$ cat src/verilog/bsu_pkg.sv
// Constants, types and helpers for the byte and string instruction unit.
// Assumes a 16-bit word-addressed memory and a 32-bit APB register bus.
package bsu_pkg;

   // ------------------------------------------------------------------
   // Widths
   // ------------------------------------------------------------------
   localparam int unsigned WORD_W  = 16;
   localparam int unsigned BYTE_W  = 8;
   localparam int unsigned LEN_W   = 12;
   localparam int unsigned BADDR_W = 17;

   // ------------------------------------------------------------------
   // Register offsets (byte addresses)
   // ------------------------------------------------------------------
   localparam logic [7:0] OFF_ACC    = 8'h00;
   localparam logic [7:0] OFF_EXT    = 8'h04;
   localparam logic [7:0] OFF_BASE   = 8'h08;
   localparam logic [7:0] OFF_INDEX  = 8'h0C;
   localparam logic [7:0] OFF_PC     = 8'h10;
   localparam logic [7:0] OFF_CMD    = 8'h14;
   localparam logic [7:0] OFF_STATUS = 8'h18;

   localparam logic [15:0] RST_WORD = 16'h0000;

   // ------------------------------------------------------------------
   // Instruction codes
   // ------------------------------------------------------------------
   localparam logic [15:0] CODE_LOAD  = 16'hC480;
   localparam logic [15:0] CODE_STORE = 16'hC580;
   localparam logic [15:0] CODE_FILL  = 16'hC058;
   localparam logic [15:0] CODE_OVERLAP_SAFE_BYTE_MOVE  = 16'hC059;
   localparam logic [15:0] CODE_FORWARD_BYTE_MOVE = 16'hC05A;

   // ------------------------------------------------------------------
   // Control-word fields and status bits
   // ------------------------------------------------------------------
   localparam int BIT_RIGHT = 15;
   localparam int BIT_ALT   = 14;
   localparam int BIT_MARK  = 13;
   localparam int BIT_WORK  = 12;

   localparam int ST_BUSY = 0;
   localparam int ST_SKIP = 1;
   localparam int ST_ERR  = 2;
   localparam int ST_INTR = 3;
   localparam int ST_BAD  = 4;

   // ------------------------------------------------------------------
   // Types
   // ------------------------------------------------------------------
   typedef enum logic [2:0] {
      BSU_IDLE   = 3'b000,
      BSU_INIT   = 3'b001,
      BSU_STEP   = 3'b011,
      BSU_RD_SRC = 3'b010,
      BSU_RD_DST = 3'b110,
      BSU_WR_DST = 3'b111,
      BSU_DONE   = 3'b101
   } bsu_state_e;

   typedef enum logic [2:0] {
      OP_NONE  = 3'h0,
      OP_LOAD  = 3'h1,
      OP_STORE = 3'h2,
      OP_FILL  = 3'h3,
      OP_OVERLAP_SAFE_BYTE_MOVE  = 3'h4,
      OP_FORWARD_BYTE_MOVE = 3'h5
   } bsu_op_e;

   typedef enum logic [1:0] {
      END_SKIP = 2'h0,
      END_NEXT = 2'h1,
      END_ERR  = 2'h2,
      END_INTR = 2'h3
   } bsu_end_e;

   typedef struct packed {
      logic        req;
      logic        we;
      logic        alt_page;
      logic [15:0] addr;
      logic [15:0] wdata;
   } bsu_mem_s;

   // ------------------------------------------------------------------
   // Helpers
   // ------------------------------------------------------------------
   function automatic bsu_op_e bsu_decode(input logic [15:0] code);
      case (code)
         CODE_LOAD:  bsu_decode = OP_LOAD;
         CODE_STORE: bsu_decode = OP_STORE;
         CODE_FILL:  bsu_decode = OP_FILL;
         CODE_OVERLAP_SAFE_BYTE_MOVE:  bsu_decode = OP_OVERLAP_SAFE_BYTE_MOVE;
         CODE_FORWARD_BYTE_MOVE: bsu_decode = OP_FORWARD_BYTE_MOVE;
         default:    bsu_decode = OP_NONE;
      endcase
   endfunction : bsu_decode

   function automatic logic [11:0] bsu_min(input logic [11:0] a, input logic [11:0] b);
      bsu_min = (a < b) ? a : b;
   endfunction : bsu_min

   function automatic logic [15:0] bsu_merge(input logic [15:0] w, input logic [7:0] b,
                                             input logic right);
      bsu_merge = right ? {w[15:8], b} : {b, w[7:0]};
   endfunction : bsu_merge

   function automatic logic [7:0] bsu_pick(input logic [15:0] w, input logic right);
      bsu_pick = right ? w[7:0] : w[15:8];
   endfunction : bsu_pick

endpackage : bsu_pkg

$ cat src/verilog/bsu_top.sv
// Byte and string instruction unit: single-byte load/store and descriptor strings.
// Assumes an APB master, and a word memory that holds mem_out until mem_ack.
//
// Chosen here: register access over APB and the register addresses.
`timescale 1ns/1ps

module bsu_top
   import bsu_pkg::*;
#(
   parameter int unsigned DATA_W = 16
)(
   // Clock and reset
   input  wire logic        pclk,
   input  wire logic        presetn,
   // APB slave
   input  wire logic        psel,
   input  wire logic        penable,
   input  wire logic        pwrite,
   input  wire logic [7:0]  paddr,
   input  wire logic [31:0] pwdata,
   output logic      [31:0] prdata,
   output logic             pready,
   output logic             pslverr,
   // Sequencer
   input  wire logic        irq_pending,
   output logic             instr_done,
   // Memory port
   output bsu_mem_s         mem_out,
   input  wire logic        mem_ack,
   input  wire logic [15:0] mem_rdata
);

   if (DATA_W != WORD_W) begin : g_chk
      $error("bsu_top serves only 16-bit words");
   end

   bsu_state_e  state_reg;
   bsu_op_e     op_reg;
   bsu_end_e    end_reg;
   logic [15:0] a_reg, d_reg, t_reg, x_reg, pc_reg;
   logic [4:0]  status_reg;
   logic [7:0]  byte_reg;
   logic [31:0] prdata_reg;
   logic        pready_reg, pslverr_reg, done_reg;
   bsu_mem_s    mem_reg;

   // ------------------------------------------------------------------
   // Address arithmetic
   // ------------------------------------------------------------------
   logic [16:0] src_ba, dst_ba, src_cur, dst_cur, src_last;
   logic [15:0] sb_addr;
   logic [11:0] rem_len, overlap_safe_byte_move_n;
   logic        back, ovl, busy;
   logic        apb_wr, apb_setup;
   bsu_op_e     cmd_op;

   assign busy    = (state_reg != BSU_IDLE);
   assign src_ba  = {a_reg, d_reg[BIT_RIGHT]};
   assign dst_ba  = {x_reg, t_reg[BIT_RIGHT]};
   assign back    = t_reg[BIT_WORK];
   // Backward copy keeps the pointers at the field end and counts down by moved bytes.
   assign src_cur = back ? 17'(src_ba - {5'h00, t_reg[11:0]} - 17'h00001) : src_ba;
   assign dst_cur = back ? 17'(dst_ba - {5'h00, t_reg[11:0]} - 17'h00001) : dst_ba;
   assign overlap_safe_byte_move_n  = bsu_min(d_reg[11:0], t_reg[11:0]);
   assign sb_addr = 16'(t_reg + {1'b0, x_reg[15:1]});
   assign src_last = 17'(src_cur + {5'h00, rem_len} - 17'h00001);
   assign cmd_op  = bsu_decode(pwdata[15:0]);

   always_comb begin
      case (op_reg)
         OP_OVERLAP_SAFE_BYTE_MOVE:  rem_len = d_reg[11:0];
         OP_FORWARD_BYTE_MOVE: rem_len = overlap_safe_byte_move_n;
         default:  rem_len = t_reg[11:0];
      endcase
   end

   // A later source byte still unread shares the word about to be written.
   always_comb begin
      ovl = (rem_len > 12'h001) &&
            (dst_cur[16:1] >= 16'(17'(src_cur + 17'h00001) >> 1)) &&
            (dst_cur[16:1] <= src_last[16:1]);
   end

   // ------------------------------------------------------------------
   // APB slave
   // ------------------------------------------------------------------
   assign apb_setup = psel && !penable;
   assign apb_wr    = psel && penable && pready_reg && pwrite && !pslverr_reg;

   always_ff @(posedge pclk or negedge presetn) begin
      if (!presetn) begin
         prdata_reg  <= 32'h0000_0000;
         pready_reg  <= 1'b0;
         pslverr_reg <= 1'b0;
      end else begin
         pready_reg  <= apb_setup;
         pslverr_reg <= 1'b0;
         prdata_reg  <= 32'h0000_0000;
         if (apb_setup) begin
            case (paddr)
               OFF_ACC:    prdata_reg <= {16'h0000, a_reg};
               OFF_EXT:    prdata_reg <= {16'h0000, d_reg};
               OFF_BASE:   prdata_reg <= {16'h0000, t_reg};
               OFF_INDEX:  prdata_reg <= {16'h0000, x_reg};
               OFF_PC:     prdata_reg <= {16'h0000, pc_reg};
               OFF_CMD:    prdata_reg <= 32'h0000_0000;
               OFF_STATUS: prdata_reg <= {27'h0000000, status_reg};
               default:    pslverr_reg <= 1'b1;
            endcase
            if (pwrite && busy && paddr != OFF_STATUS) begin
               pslverr_reg <= 1'b1;
            end
         end
      end
   end

   // ------------------------------------------------------------------
   // Sequencer
   // ------------------------------------------------------------------
   always_ff @(posedge pclk or negedge presetn) begin
      if (!presetn) begin
         state_reg <= BSU_IDLE;
         op_reg    <= OP_NONE;
         end_reg   <= END_NEXT;
      end else begin
         case (state_reg)
            BSU_IDLE: begin
               // Accepted on every program level; no privilege is checked.
               if (apb_wr && paddr == OFF_CMD && cmd_op != OP_NONE) begin
                  op_reg    <= cmd_op;
                  state_reg <= BSU_INIT;
               end
            end
            BSU_INIT: begin
               if (op_reg == OP_LOAD || op_reg == OP_STORE) begin
                  state_reg <= BSU_RD_DST;
               end else begin
                  state_reg <= BSU_STEP;
               end
            end
            BSU_STEP: begin
               if (rem_len == 12'h000) begin
                  end_reg   <= END_SKIP;
                  state_reg <= BSU_DONE;
               end else if (irq_pending) begin
                  end_reg   <= END_INTR;
                  state_reg <= BSU_DONE;
               end else if (op_reg == OP_FILL) begin
                  state_reg <= BSU_RD_DST;
               end else begin
                  state_reg <= BSU_RD_SRC;
               end
            end
            BSU_RD_SRC: begin
               if (mem_ack) begin
                  if (op_reg == OP_FORWARD_BYTE_MOVE && ovl) begin
                     end_reg   <= END_ERR;
                     state_reg <= BSU_DONE;
                  end else begin
                     state_reg <= BSU_RD_DST;
                  end
               end
            end
            BSU_RD_DST: begin
               if (mem_ack) begin
                  if (op_reg == OP_LOAD) begin
                     end_reg   <= END_NEXT;
                     state_reg <= BSU_DONE;
                  end else begin
                     state_reg <= BSU_WR_DST;
                  end
               end
            end
            BSU_WR_DST: begin
               if (mem_ack) begin
                  if (op_reg == OP_STORE) begin
                     end_reg   <= END_NEXT;
                     state_reg <= BSU_DONE;
                  end else begin
                     state_reg <= BSU_STEP;
                  end
               end
            end
            BSU_DONE: begin
               state_reg <= BSU_IDLE;
            end
            default: begin
               state_reg <= BSU_IDLE;
            end
         endcase
      end
   end

   // ------------------------------------------------------------------
   // Memory requests
   // ------------------------------------------------------------------
   always_ff @(posedge pclk or negedge presetn) begin
      if (!presetn) begin
         mem_reg  <= '0;
         byte_reg <= 8'h00;
      end else begin
         if (mem_reg.req && mem_ack) begin
            mem_reg.req <= 1'b0;
         end
         if (state_reg == BSU_INIT && (op_reg == OP_LOAD || op_reg == OP_STORE)) begin
            mem_reg <= '{req: 1'b1, we: 1'b0, alt_page: 1'b0, addr: sb_addr,
                         wdata: RST_WORD};
         end
         if (state_reg == BSU_STEP && rem_len != 12'h000 && !irq_pending) begin
            if (op_reg == OP_FILL) begin
               mem_reg <= '{req: 1'b1, we: 1'b0, alt_page: t_reg[BIT_ALT],
                            addr: dst_cur[16:1], wdata: RST_WORD};
            end else begin
               mem_reg <= '{req: 1'b1, we: 1'b0, alt_page: d_reg[BIT_ALT],
                            addr: src_cur[16:1], wdata: RST_WORD};
            end
         end
         if (state_reg == BSU_RD_SRC && mem_ack) begin
            byte_reg <= bsu_pick(mem_rdata, src_cur[0]);
            if (!(op_reg == OP_FORWARD_BYTE_MOVE && ovl)) begin
               mem_reg <= '{req: 1'b1, we: 1'b0, alt_page: t_reg[BIT_ALT],
                            addr: dst_cur[16:1], wdata: RST_WORD};
            end
         end
         if (state_reg == BSU_RD_DST && mem_ack && op_reg != OP_LOAD) begin
            mem_reg.req <= 1'b1;
            mem_reg.we  <= 1'b1;
            if (op_reg == OP_STORE) begin
               mem_reg.wdata <= bsu_merge(mem_rdata, a_reg[7:0], x_reg[0]);
            end else if (op_reg == OP_FILL) begin
               mem_reg.wdata <= bsu_merge(mem_rdata, a_reg[7:0], dst_cur[0]);
            end else begin
               mem_reg.wdata <= bsu_merge(mem_rdata, byte_reg, dst_cur[0]);
            end
         end
      end
   end

   // ------------------------------------------------------------------
   // Architectural registers
   // ------------------------------------------------------------------
   always_ff @(posedge pclk or negedge presetn) begin
      if (!presetn) begin
         a_reg      <= RST_WORD;
         d_reg      <= RST_WORD;
         t_reg      <= RST_WORD;
         x_reg      <= RST_WORD;
         pc_reg     <= RST_WORD;
         status_reg <= 5'h00;
         done_reg   <= 1'b0;
      end else begin
         done_reg <= (state_reg == BSU_DONE);
         if (!busy && apb_wr) begin
            case (paddr)
               OFF_ACC:   a_reg  <= pwdata[15:0];
               OFF_EXT:   d_reg  <= pwdata[15:0];
               OFF_BASE:  t_reg  <= pwdata[15:0];
               OFF_INDEX: x_reg  <= pwdata[15:0];
               OFF_PC:    pc_reg <= pwdata[15:0];
               OFF_CMD:   status_reg <= {cmd_op == OP_NONE, 3'h0, cmd_op != OP_NONE};
               default:   status_reg <= status_reg;
            endcase
         end
         // A set resume mark means the working state is already in place.
         if (state_reg == BSU_INIT && op_reg == OP_OVERLAP_SAFE_BYTE_MOVE && !t_reg[BIT_MARK]) begin
            d_reg[11:0] <= overlap_safe_byte_move_n;
            t_reg[11:0] <= 12'h000;
            t_reg[BIT_MARK] <= 1'b1;
            if (dst_ba > src_ba) begin
               // Destination above source: copy from the top down.
               t_reg[BIT_WORK] <= 1'b1;
               {a_reg, d_reg[BIT_RIGHT]} <= 17'(src_ba + {5'h00, overlap_safe_byte_move_n});
               {x_reg, t_reg[BIT_RIGHT]} <= 17'(dst_ba + {5'h00, overlap_safe_byte_move_n});
            end
         end else if (state_reg == BSU_INIT && op_reg != OP_LOAD && op_reg != OP_STORE) begin
            t_reg[BIT_MARK] <= 1'b1;
         end
         if (state_reg == BSU_RD_DST && mem_ack && op_reg == OP_LOAD) begin
            a_reg <= {8'h00, bsu_pick(mem_rdata, x_reg[0])};
         end
         if (state_reg == BSU_WR_DST && mem_ack && op_reg != OP_STORE) begin
            case (op_reg)
               OP_FILL: begin
                  t_reg[11:0] <= 12'(t_reg[11:0] - 12'h001);
                  {x_reg, t_reg[BIT_RIGHT]} <= 17'(dst_ba + 17'h00001);
               end
               OP_OVERLAP_SAFE_BYTE_MOVE: begin
                  d_reg[11:0] <= 12'(d_reg[11:0] - 12'h001);
                  t_reg[11:0] <= 12'(t_reg[11:0] + 12'h001);
                  if (!back) begin
                     {a_reg, d_reg[BIT_RIGHT]} <= 17'(src_ba + 17'h00001);
                     {x_reg, t_reg[BIT_RIGHT]} <= 17'(dst_ba + 17'h00001);
                  end
               end
               default: begin
                  d_reg[11:0] <= 12'(d_reg[11:0] - 12'h001);
                  t_reg[11:0] <= 12'(t_reg[11:0] - 12'h001);
                  {a_reg, d_reg[BIT_RIGHT]} <= 17'(src_ba + 17'h00001);
                  {x_reg, t_reg[BIT_RIGHT]} <= 17'(dst_ba + 17'h00001);
               end
            endcase
         end
         if (state_reg == BSU_DONE) begin
            status_reg[ST_BUSY] <= 1'b0;
            status_reg[ST_SKIP] <= (end_reg == END_SKIP);
            status_reg[ST_ERR]  <= (end_reg == END_ERR);
            status_reg[ST_INTR] <= (end_reg == END_INTR);
            if (end_reg != END_INTR) begin
               if (op_reg != OP_LOAD && op_reg != OP_STORE) begin
                  t_reg[BIT_MARK] <= 1'b0;
                  t_reg[BIT_WORK] <= 1'b0;
                  d_reg[BIT_WORK] <= 1'b0;
               end
               pc_reg <= 16'(pc_reg + ((end_reg == END_SKIP) ? 16'h0002 : 16'h0001));
            end
         end
      end
   end

   assign prdata     = prdata_reg;
   assign pready     = pready_reg;
   assign pslverr    = pslverr_reg;
   assign instr_done = done_reg;
   assign mem_out    = mem_reg;
endmodule : bsu_top

$ cat config.mk
export PLATFORM = sky130hd
export DESIGN_NAME = bsu_top
export DESIGN_NICKNAME = d
export VERILOG_FILES = /design/src/verilog/bsu_pkg.sv /design/src/verilog/bsu_top.sv
export SDC_FILE = /design/constraint.sdc
export NUM_CORES = 1
export LEC_CHECK = 0
export ABC_AREA = 1
export BUFFER_PORTS_ARGS = -buffer_cell sky130_fd_sc_hd__buf_2
export CORE_MARGIN = 5
export CORE_UTILIZATION = 25
export CTS_CLUSTER_DIAMETER = 60
export DETAILED_ROUTE_END_ITERATION = 10
export PLACE_DENSITY = 0.51
export SYNTH_ARGS = -nofsm -noshare
export SYNTH_HDL_FRONTEND = slang
export SYNTH_SLANG_ARGS = --single-unit
$ cat constraint.sdc
create_clock -name pclk -period 6.3 [get_ports pclk]
set_clock_uncertainty 0.2 [all_clocks]
set_input_delay 1.26 -clock pclk [delete_from_list [all_inputs] [get_ports pclk]]
set_output_delay 1.26 -clock pclk [all_outputs]
set_load 0.05 [all_outputs]
-- Word-level counts from Yosys, hierarchy flattened
Index checks and enable logic that the tools add are counted.
Widths: inputs -> output; s select.
- $add $sub $neg: 16
- $lt $le $gt $ge: 5
- equal/unequal tests: 36
- multiplexer cells: 98
- reductions and logical operators: 56
- operators with widths (kind ; count):
    $mux 16 ; 29
    $mux 35 ; 4
    $pmux 16 s6 ; 1
    $eq 16x16->1 const B ; 5
    $mux 12 ; 6
    $add 17x1->17 const B ; 3
    $add 17x12->17 ; 3
    $sub 17x1->17 const B ; 3
    $mux 17 ; 2
    $sub 17x12->17 ; 2
    $mux 33 ; 1
    $pmux 16 s2 ; 1
    $mux 2 ; 15
    $logic_and 1x1->1 ; 28
    $mux 3 ; 9
    $eq 8x5->1 const B ; 3
    $pmux 12 s2 ; 1
    $sub 12x1->12 const B ; 2
    $mux 1 ; 19
    $pmux 3 s6 ; 1
    $gt 17x17->1 ; 1
    $add 16x15->16 ; 1
    $add 16x2->16 ; 1
    $eq 8x4->1 const B ; 2
    36 further kinds ; 68
- flip-flop bits (word level): 171
- input bits: 63
- output and inout bits: 70
- word-level logic and storage cells: 234

-- Longest topological paths before layout
Gate-level depths: netlist of run 1.
- depth in word-level cells: 12
- depth in mapped cells: 42

-- Least setup slack after synthesis of run 1
OpenSTA, ideal clock, no wires.
- path kind: register -> register
- start: register t_reg[0]
- end: register mem_reg, in the netlist mem_out[20]
- arrival: 5440 ps
- required time: 5982 ps
- setup slack: 543 ps
- stages on the path, launching flop included: 41
- period minus slack after synthesis: 5757 ps
- cells stage by stage: dfrtp_1 > inv_1 > ha_1 > inv_1 > fa_1 > inv_1 > nand3_1 > nand3_1 > nand2_1 > nand2_1 > xnor2_1 > o21ai_0 > inv_1 > ha_1 > inv_1 > ha_1 > inv_1 > nor3_1 > (+5 left out) > a21oi_1 > nor2_1 > xnor2_1 > ha_1 > nand2_1 > inv_1 > a221oi_1 > o21ai_0 > a21oi_1 > nand2_1 > nand2_1 > nand2_1 > nor2_1 > nand2_1 > nand2_4 > clkinv_2 > nand2_1 > nand2_1
- longest elaborated chain between the ends: 10
- elaborated cells between the ends (all ways): 27
- those cells by class: add/sub (8); order compare (4); mux (9); reduce/logical (6)
- ends and longest elaborated chain (what ; RTL line ; source):
    from (decl) ; bsu_top.sv:40 ; logic [15:0] a_reg, d_reg, t_reg, x_reg, pc_reg;
    from (signal assigned) ; bsu_top.sv:257 ; OFF_BASE: t_reg <= pwdata[15:0];
    from (signal, indexed assignment) ; bsu_top.sv:273 ; {x_reg, t_reg[BIT_RIGHT]} <= 17'(dst_ba + {5'h00, overlap_safe_byte_move_n});
    from (signal assigned) ; bsu_top.sv:284 ; t_reg[11:0] <= 12'(t_reg[11:0] - 12'h001);
    $sub 17x12->17 or $lt 12x12->1 (tied branches) ; bsu_top.sv:62, bsu_pkg.sv:101 ;
    $sub 17x1->17 or $mux 12 (tied branches) ; bsu_top.sv:62, bsu_pkg.sv:101 ;
    $mux 17 or $pmux 12 s2 (tied branches) ; bsu_top.sv:62, bsu_top.sv:70 ;
    $add 17x12->17 or $add 17x1->17 (tied branches) ; bsu_top.sv:66, bsu_top.sv:80 ;
    $sub 17x1->17 or $ge 16x16->1 (tied branches) ; bsu_top.sv:66, bsu_top.sv:80 ;
    $le 16x16->1 or $logic_and 1x1->1 (tied branches) ; bsu_top.sv:81, bsu_top.sv:79 ;
    $logic_and 1x1->1 ; bsu_top.sv:80 ; (dst_cur[16:1] >= 16'(17'(src_cur + 17'h00001) >> 1)) &&
    $logic_and 1x1->1 ; bsu_top.sv:220 ; if (!(op_reg == OP_FORWARD_BYTE_MOVE && ovl)) begin
    $mux 35 ; bsu_top.sv:220 ;
    $mux 35 * ; bsu_top.sv:218 ; if (state_reg == BSU_RD_SRC && mem_ack) begin
    to (signal assigned) ; bsu_top.sv:211 ; mem_reg <= '{req: 1'b1, we: 1'b0, alt_page: t_reg[BIT_ALT],
    to (signal assigned) ; bsu_top.sv:214 ; mem_reg <= '{req: 1'b1, we: 1'b0, alt_page: d_reg[BIT_ALT],
    to (signal assigned) ; bsu_top.sv:221 ; mem_reg <= '{req: 1'b1, we: 1'b0, alt_page: t_reg[BIT_ALT],
    to (decl) ; bsu_top.sv:45 ; bsu_mem_s mem_reg;
Every way passes the cells marked *; elsewhere a longest branch is shown, timed or not.
A chain may end at the register's enable or synchronous reset.

-- Final worst setup path of run 1
- start: register d_reg[11]
- end: register mem_reg, in the netlist mem_out[26]
- longest elaborated chain between the ends: 10
- elaborated cells between the ends (all ways): 16
- those cells by class: add/sub (2); order compare (3); mux (5); reduce/logical (6)
- ends and longest elaborated chain (what ; RTL line ; source):
    from (decl) ; bsu_top.sv:40 ;
    from (signal assigned) ; bsu_top.sv:256 ; OFF_EXT: d_reg <= pwdata[15:0];
    from (signal assigned) ; bsu_top.sv:266 ; d_reg[11:0] <= overlap_safe_byte_move_n;
    from (signal, indexed assignment) ; bsu_top.sv:272 ; {a_reg, d_reg[BIT_RIGHT]} <= 17'(src_ba + {5'h00, overlap_safe_byte_move_n});
    $lt 12x12->1 ; bsu_pkg.sv:101 ; bsu_min = (a < b) ? a : b;
    $mux 12 ; bsu_pkg.sv:101 ;
    $pmux 12 s2 * ; bsu_top.sv:70 ; case (op_reg)
    $add 17x12->17 ; bsu_top.sv:66 ; assign src_last = 17'(src_cur + {5'h00, rem_len} - 17'h00001);
    $sub 17x1->17 ; bsu_top.sv:66 ;
    $le 16x16->1 ; bsu_top.sv:81 ; (dst_cur[16:1] <= src_last[16:1]);
    $logic_and 1x1->1 ; bsu_top.sv:80 ;
    $logic_and 1x1->1 ; bsu_top.sv:220 ;
    $mux 35 ; bsu_top.sv:220 ;
    $mux 35 * ; bsu_top.sv:218 ;
Marked as above.

==> flow_metrics.env, run 1 <==
export IMPL_cts_clk_slew_worst_paths_ns=0.08
export IMPL_antenna_found_initial=2
export IMPL_place_ws_ns=-0.115
export IMPL_die_w_um=276
export IMPL_ant_nets=0
export IMPL_drcViolationCount=0
export IMPL_critPathKind="flop to flop"
export IMPL_wl_per_cell_um=19.8
export IMPL_fin_crit_sh_pct=95.1
export IMPL_finalPower_uw=11400
export IMPL_nets=3156
export IMPL_ios=133
export IMPL_p_sw_share_pct=54.8
export IMPL_cp_slowest_stage_delay_ns=0.41
export IMPL_start_util_pct=25.2
export IMPL_grt_pass1_vias=17900
export IMPL_finalCriticalPeriod_ns=5.99
export IMPL_core_area_sq_mm=0.0700
export IMPL_area_delta_synth_final_pct=19.7
export IMPL_grt_max_degree=67
export IMPL_synth_top_flop_cell="dfrtp_1"
export IMPL_synth_area_top_cells="dfrtp_1, nand2_1, ha_1"
export IMPL_grt_pass1_wl_um=113000
export IMPL_num_rows=97
export IMPL_p_leak_uw=0.0106
export IMPL_path_delay_family="simple AND/OR/NAND/NOR gates"
export IMPL_syn_cell_area_sq_mm=0.0176
export IMPL_gr_total_overflow=0
export IMPL_drt_iter0_drc=2055
export IMPL_routabilityCongestion=1.01
export IMPL_clockPowerShare_pct=10.1
export IMPL_clk_path_buf_depth=2
export IMPL_dp_cells=3830
export IMPL_htreeDepth=4
export IMPL_diodes=0
export IMPL_grt_use_total_pct=19.9
export IMPL_die_area_sq_mm=0.0760
export IMPL_yosys_warnings=0
export IMPL_clock_latency_ns=0.49
export IMPL_yosysSeqAreaShare_pct=22.0
export IMPL_cts_buffers=17
export IMPL_final_common_cell="nand2_1"
export IMPL_fin_setup_tns_ns=0
export IMPL_vias=19400
export IMPL_finalSetupViolCount=0
export IMPL_viasPerCell=5.01
export IMPL_ys_types=60
export IMPL_cp_end_kind="flop"
export IMPL_cellPowerDensity_mw_per_mm2=539
export IMPL_maxCapViolations=0
export IMPL_crit_path_start_kind="flop"
export IMPL_syn_area_per_cell_sq_um=6.49
export IMPL_cts_sinks=155
export IMPL_clk_root_buffer_cell="clkbuf_16"
export IMPL_worstPathMaxFanout=10
export IMPL_drive_above_1_share_pct=14.8
export IMPL_critPathBufInv=5
export IMPL_p_int_uw=5150
export IMPL_ctsHoldBuffers=0
export IMPL_netlist_area_leader_share_pct=21.8
export IMPL_stdcell_count=3870
export IMPL_hp_class="flop to flop"
export IMPL_worstPathArrival_ns=6.22
export IMPL_fp_dieH_um=276
export IMPL_slew_viol_final=0
export IMPL_utilization_pct=30.2
export IMPL_synth_area_leader_cell="dfrtp_1"
export IMPL_slowest_stage="dfrtp_1"
export IMPL_cts_tree="built"
export IMPL_first_pass_iters=6
export IMPL_ys_seq_elements=155
export IMPL_dp_hpwl_um=61100
export IMPL_fmax_mhz=167
export IMPL_final_cell_mix="nand2_1, inv_1, o21ai_0"
export IMPL_comb_power_share_pct=75.5
export IMPL_p_sw_uw=6240
export IMPL_synth_edf_count=0
export IMPL_cp_common_cell="nand2_1"
export IMPL_tightest_slew_ns=1.19
export IMPL_io_buffer_count=100
export IMPL_async_reset_ff_share_pct=100
export IMPL_required_ns=6.52
export IMPL_largest_reg_flops=35
export IMPL_max_slew_margin_pct=19.9
export IMPL_wl_um=76600
export IMPL_ir_worst_vdd_v=0.000252
export IMPL_layout_setup_ws_ns=0.308
export IMPL_postSynthCellCount=2719
export IMPL_hold_viol_final=0
export IMPL_status="completed"
export IMPL_seqPwrFrac_pct=14.4
[metrics by stage]
stage	hold slack (ns)	cell area, sq um
2_1_floorplan	0.262	17700
3_3_place_gp	0.305	20100
5_1_grt	0.351	21100
4_1_cts	0.326	20700
6_report	0.322	21100
3_5_place_dp	0.309	20100
[layout make-up]
cell class	count	area, sq um
Fill cell	7787	48900
Multi-Input combinational cell	2098	12200
Sequential cell	155	3880
Timing Repair Buffer	267	1820
Inverter	378	1430
Tap cell	940	1180
Clock buffer	19	443
Clock inverter	13	161
[path summary, 6_finish.rpt]
kind / startpoint / endpoint / slack, ns / cells after the start
worst min-delay path: mem_out[1] / mem_out[1] / 0.32 / 2
min in group asynchronous: presetn / d_reg[11] / 0.58 / 1
max in group asynchronous: presetn / mem_out[15] / 4.11 / 2
worst min register to register: mem_out[1] / mem_out[1] / 0.32 / 2
worst max-delay path: d_reg[11] / mem_out[26] / 0.31 / 39
worst max register to register: d_reg[11] / mem_out[26] / 0.31 / 39
[power by group through the flow]
stage | registers [uW] | logic, uW | clock network (uW)
floorplan | 1890 | 5190 | 0
global placement | 1630 | 8020 | 0
detailed placement | 1640 | 8060 | 0
CTS | 1620 | 8120 | 1170
global route | 1670 | 9620 | 1220
finish | 1640 | 8590 | 1160
[cell families (layout without fill, tap and decap cells)]
family	Yosys count	after routing	synth area share [%]
XOR/XNOR	105	105	5.21
AO/OA/AOI/OAI	613	613	19.9
adder cells (fa/ha/maj)	176	176	12.8
AND/OR/NAND/NOR	1186	1186	28.9
multiplexers	2	2	0.114
buffers and inverters	481	677	11.0
flip-flops	155	155	22.0
other	1	16	0.0213
[tightest hold or removal path: cells and delay by family (launching register included)]
family,cells,cell delay [ns]
flops,1,0.34
simple gates,2,0.15
[layer usage]
layer	vias up	routed length [um]	GRT usage (%)
li1	9481	-	-
met1	9122	35700	29.1
met2	702	32200	29.2
met3	91	6480	4.27
met4	0	2260	5.72
met5	-	0	0
[repair_timing]
item	CTS	global route
pin swaps	1	24
gates resized for setup	4	90
endpoints found under the setup margin	38	39
setup buffers	0	7
gates cloned	0	1
[synth_stat cells, drive strengths merged (42+ instances only)]
master and n:
a21oi 180, buf 45, clkbuf 58, dfrtp 154, ha 168, inv 373, nand2 687, nand3 173
nand4 64, nor2 181, nor3 49, o211ai 42, o21ai 253, o22ai 56, xor2 90
(Power assumes the default switching activity.)
==> inputs of run 2 (changes only) <==
==> constraint.sdc (replaced) <==
create_clock -name pclk -period 6.6 [get_ports pclk]
set_clock_uncertainty 0.2 [all_clocks]
set_input_delay 1.32 -clock pclk [delete_from_list [all_inputs] [get_ports pclk]]
set_output_delay 1.32 -clock pclk [all_outputs]
set_load 0.05 [all_outputs]
==> flow_metrics.env, run 2 (synthesized netlist as in run 1, its figures left out) <==
export IMPL_status="completed"
export IMPL_fin_crit_sh_pct=93.2
export IMPL_antenna_found_initial=2
export IMPL_hp_class="flop to flop"
export IMPL_drt_iter0_drc=1766
export IMPL_final_cell_mix="nand2_1, inv_1, o21ai_0"
export IMPL_p_sw_share_pct=55.1
export IMPL_cellPowerDensity_mw_per_mm2=512
export IMPL_start_util_pct=25.2
export IMPL_tightest_slew_ns=1.12
export IMPL_max_slew_margin_pct=24.9
export IMPL_largest_reg_flops=35
export IMPL_slew_viol_final=0
export IMPL_final_common_cell="nand2_1"
export IMPL_slowest_stage="dfrtp_1"
export IMPL_grt_pass1_vias=18000
export IMPL_grt_pass1_wl_um=114000
export IMPL_ios=133
export IMPL_critPathKind="flop to flop"
export IMPL_crit_path_start_kind="flop"
export IMPL_gr_total_overflow=0
export IMPL_dp_hpwl_um=61400
export IMPL_path_delay_family="simple AND/OR/NAND/NOR gates"
export IMPL_clk_path_buf_depth=2
export IMPL_num_rows=97
export IMPL_nets=3122
export IMPL_worstPathMaxFanout=17
export IMPL_critPathBufInv=9
export IMPL_first_pass_iters=5
export IMPL_cts_buffers=17
export IMPL_core_area_sq_mm=0.0700
export IMPL_p_int_uw=4720
export IMPL_io_buffer_count=100
export IMPL_clk_root_buffer_cell="clkbuf_16"
export IMPL_drive_above_1_share_pct=11.9
export IMPL_cp_slowest_stage_delay_ns=0.39
export IMPL_p_sw_uw=5780
export IMPL_grt_max_degree=69
export IMPL_comb_power_share_pct=74.9
export IMPL_viasPerCell=5.02
export IMPL_htreeDepth=4
export IMPL_utilization_pct=29.3
export IMPL_cp_end_kind="flop"
export IMPL_p_leak_uw=0.0104
export IMPL_cts_clk_slew_worst_paths_ns=0.07
export IMPL_drcViolationCount=0
export IMPL_ant_nets=0
export IMPL_clock_latency_ns=0.50
export IMPL_cts_tree="built"
export IMPL_maxCapViolations=0
export IMPL_diodes=0
export IMPL_die_w_um=276
export IMPL_fmax_mhz=163
export IMPL_ctsHoldBuffers=0
export IMPL_finalSetupViolCount=0
export IMPL_hold_viol_final=0
export IMPL_die_area_sq_mm=0.0760
export IMPL_ir_worst_vdd_v=0.000220
export IMPL_seqPwrFrac_pct=14.8
export IMPL_finalCriticalPeriod_ns=6.15
export IMPL_fp_dieH_um=276
export IMPL_required_ns=6.83
export IMPL_vias=19300
export IMPL_wl_per_cell_um=19.9
export IMPL_clockPowerShare_pct=10.3
export IMPL_area_delta_synth_final_pct=16.3
export IMPL_wl_um=76500
export IMPL_routabilityCongestion=0.975
export IMPL_finalPower_uw=10500
export IMPL_cp_common_cell="nand2_1"
export IMPL_fin_setup_tns_ns=0
export IMPL_cts_sinks=155
export IMPL_worstPathArrival_ns=6.38
export IMPL_grt_use_total_pct=19.9
[run 2: power by group through the flow]
stage,clock network [uW],logic (uW),registers [uW]
2_1_floorplan,0,4950,1810
3_3_place_gp,0,7620,1550
3_5_place_dp,0,7660,1560
4_1_cts,1110,7700,1540
5_1_grt,1130,8810,1590
6_report,1080,7870,1550
[run 2: final cells by class]
class / instances / area (sq um)
Tap cell: 940 / 1180
Multi-Input combinational cell: 2098 / 11900
Clock buffer: 21 / 450
Fill cell: 7905 / 49500
Sequential cell: 155 / 3880
Timing Repair Buffer: 233 / 1520
Clock inverter: 11 / 133
Inverter: 378 / 1420
[run 2: worst min-delay path, stage by stage (launching register included)]
cell     delay, ns
dfrtp_1       0.35
nand4_1       0.09
nand2_1       0.06
[run 2: metal layers]
| layer | up-vias | part of all wire, % | global-route usage (%) |
|---|---|---|---|
| met5 | - | 0.017 | 0 |
| met4 | 2 | 2.8 | 6.34 |
| met3 | 87 | 7.7 | 2.63 |
| met2 | 709 | 42 | 30.3 |
| met1 | 9055 | 47 | 29.2 |
| li1 | 9410 | - | - |
[run 2: metrics by stage]
stage	std cells	setup WS [ns]	cell area (sq um)	hold slack, ns
floorplan	2734	0.843	17700	0.262
global placement	3800	0.0604	19800	0.309
detailed placement	3800	0.0970	19800	0.310
CTS	3832	0.0450	20400	0.328
global route	3836	-0.00235	20500	0.355
finish	3836	0.446	20500	0.324
[run 2: final timing paths]
path                            start    endpoint  slack (ns)  cells after the start
max                          t_reg[0]  mem_out[6]        0.45                     43
min                        mem_out[3]  mem_out[3]        0.32                      2
min reg2reg                mem_out[3]  mem_out[3]        0.32                      2
max in group asynchronous     presetn  mem_out[3]        4.25                      2
min in group asynchronous     presetn  prdata[15]        0.54                      1
max reg2reg                  t_reg[0]  mem_out[6]        0.45                     43
[run 2: repair_timing]
action                                  4_1_cts  5_1_grt
buffers inserted                              0        4
endpoints found under the setup margin        0       39
resized for setup                             0       20
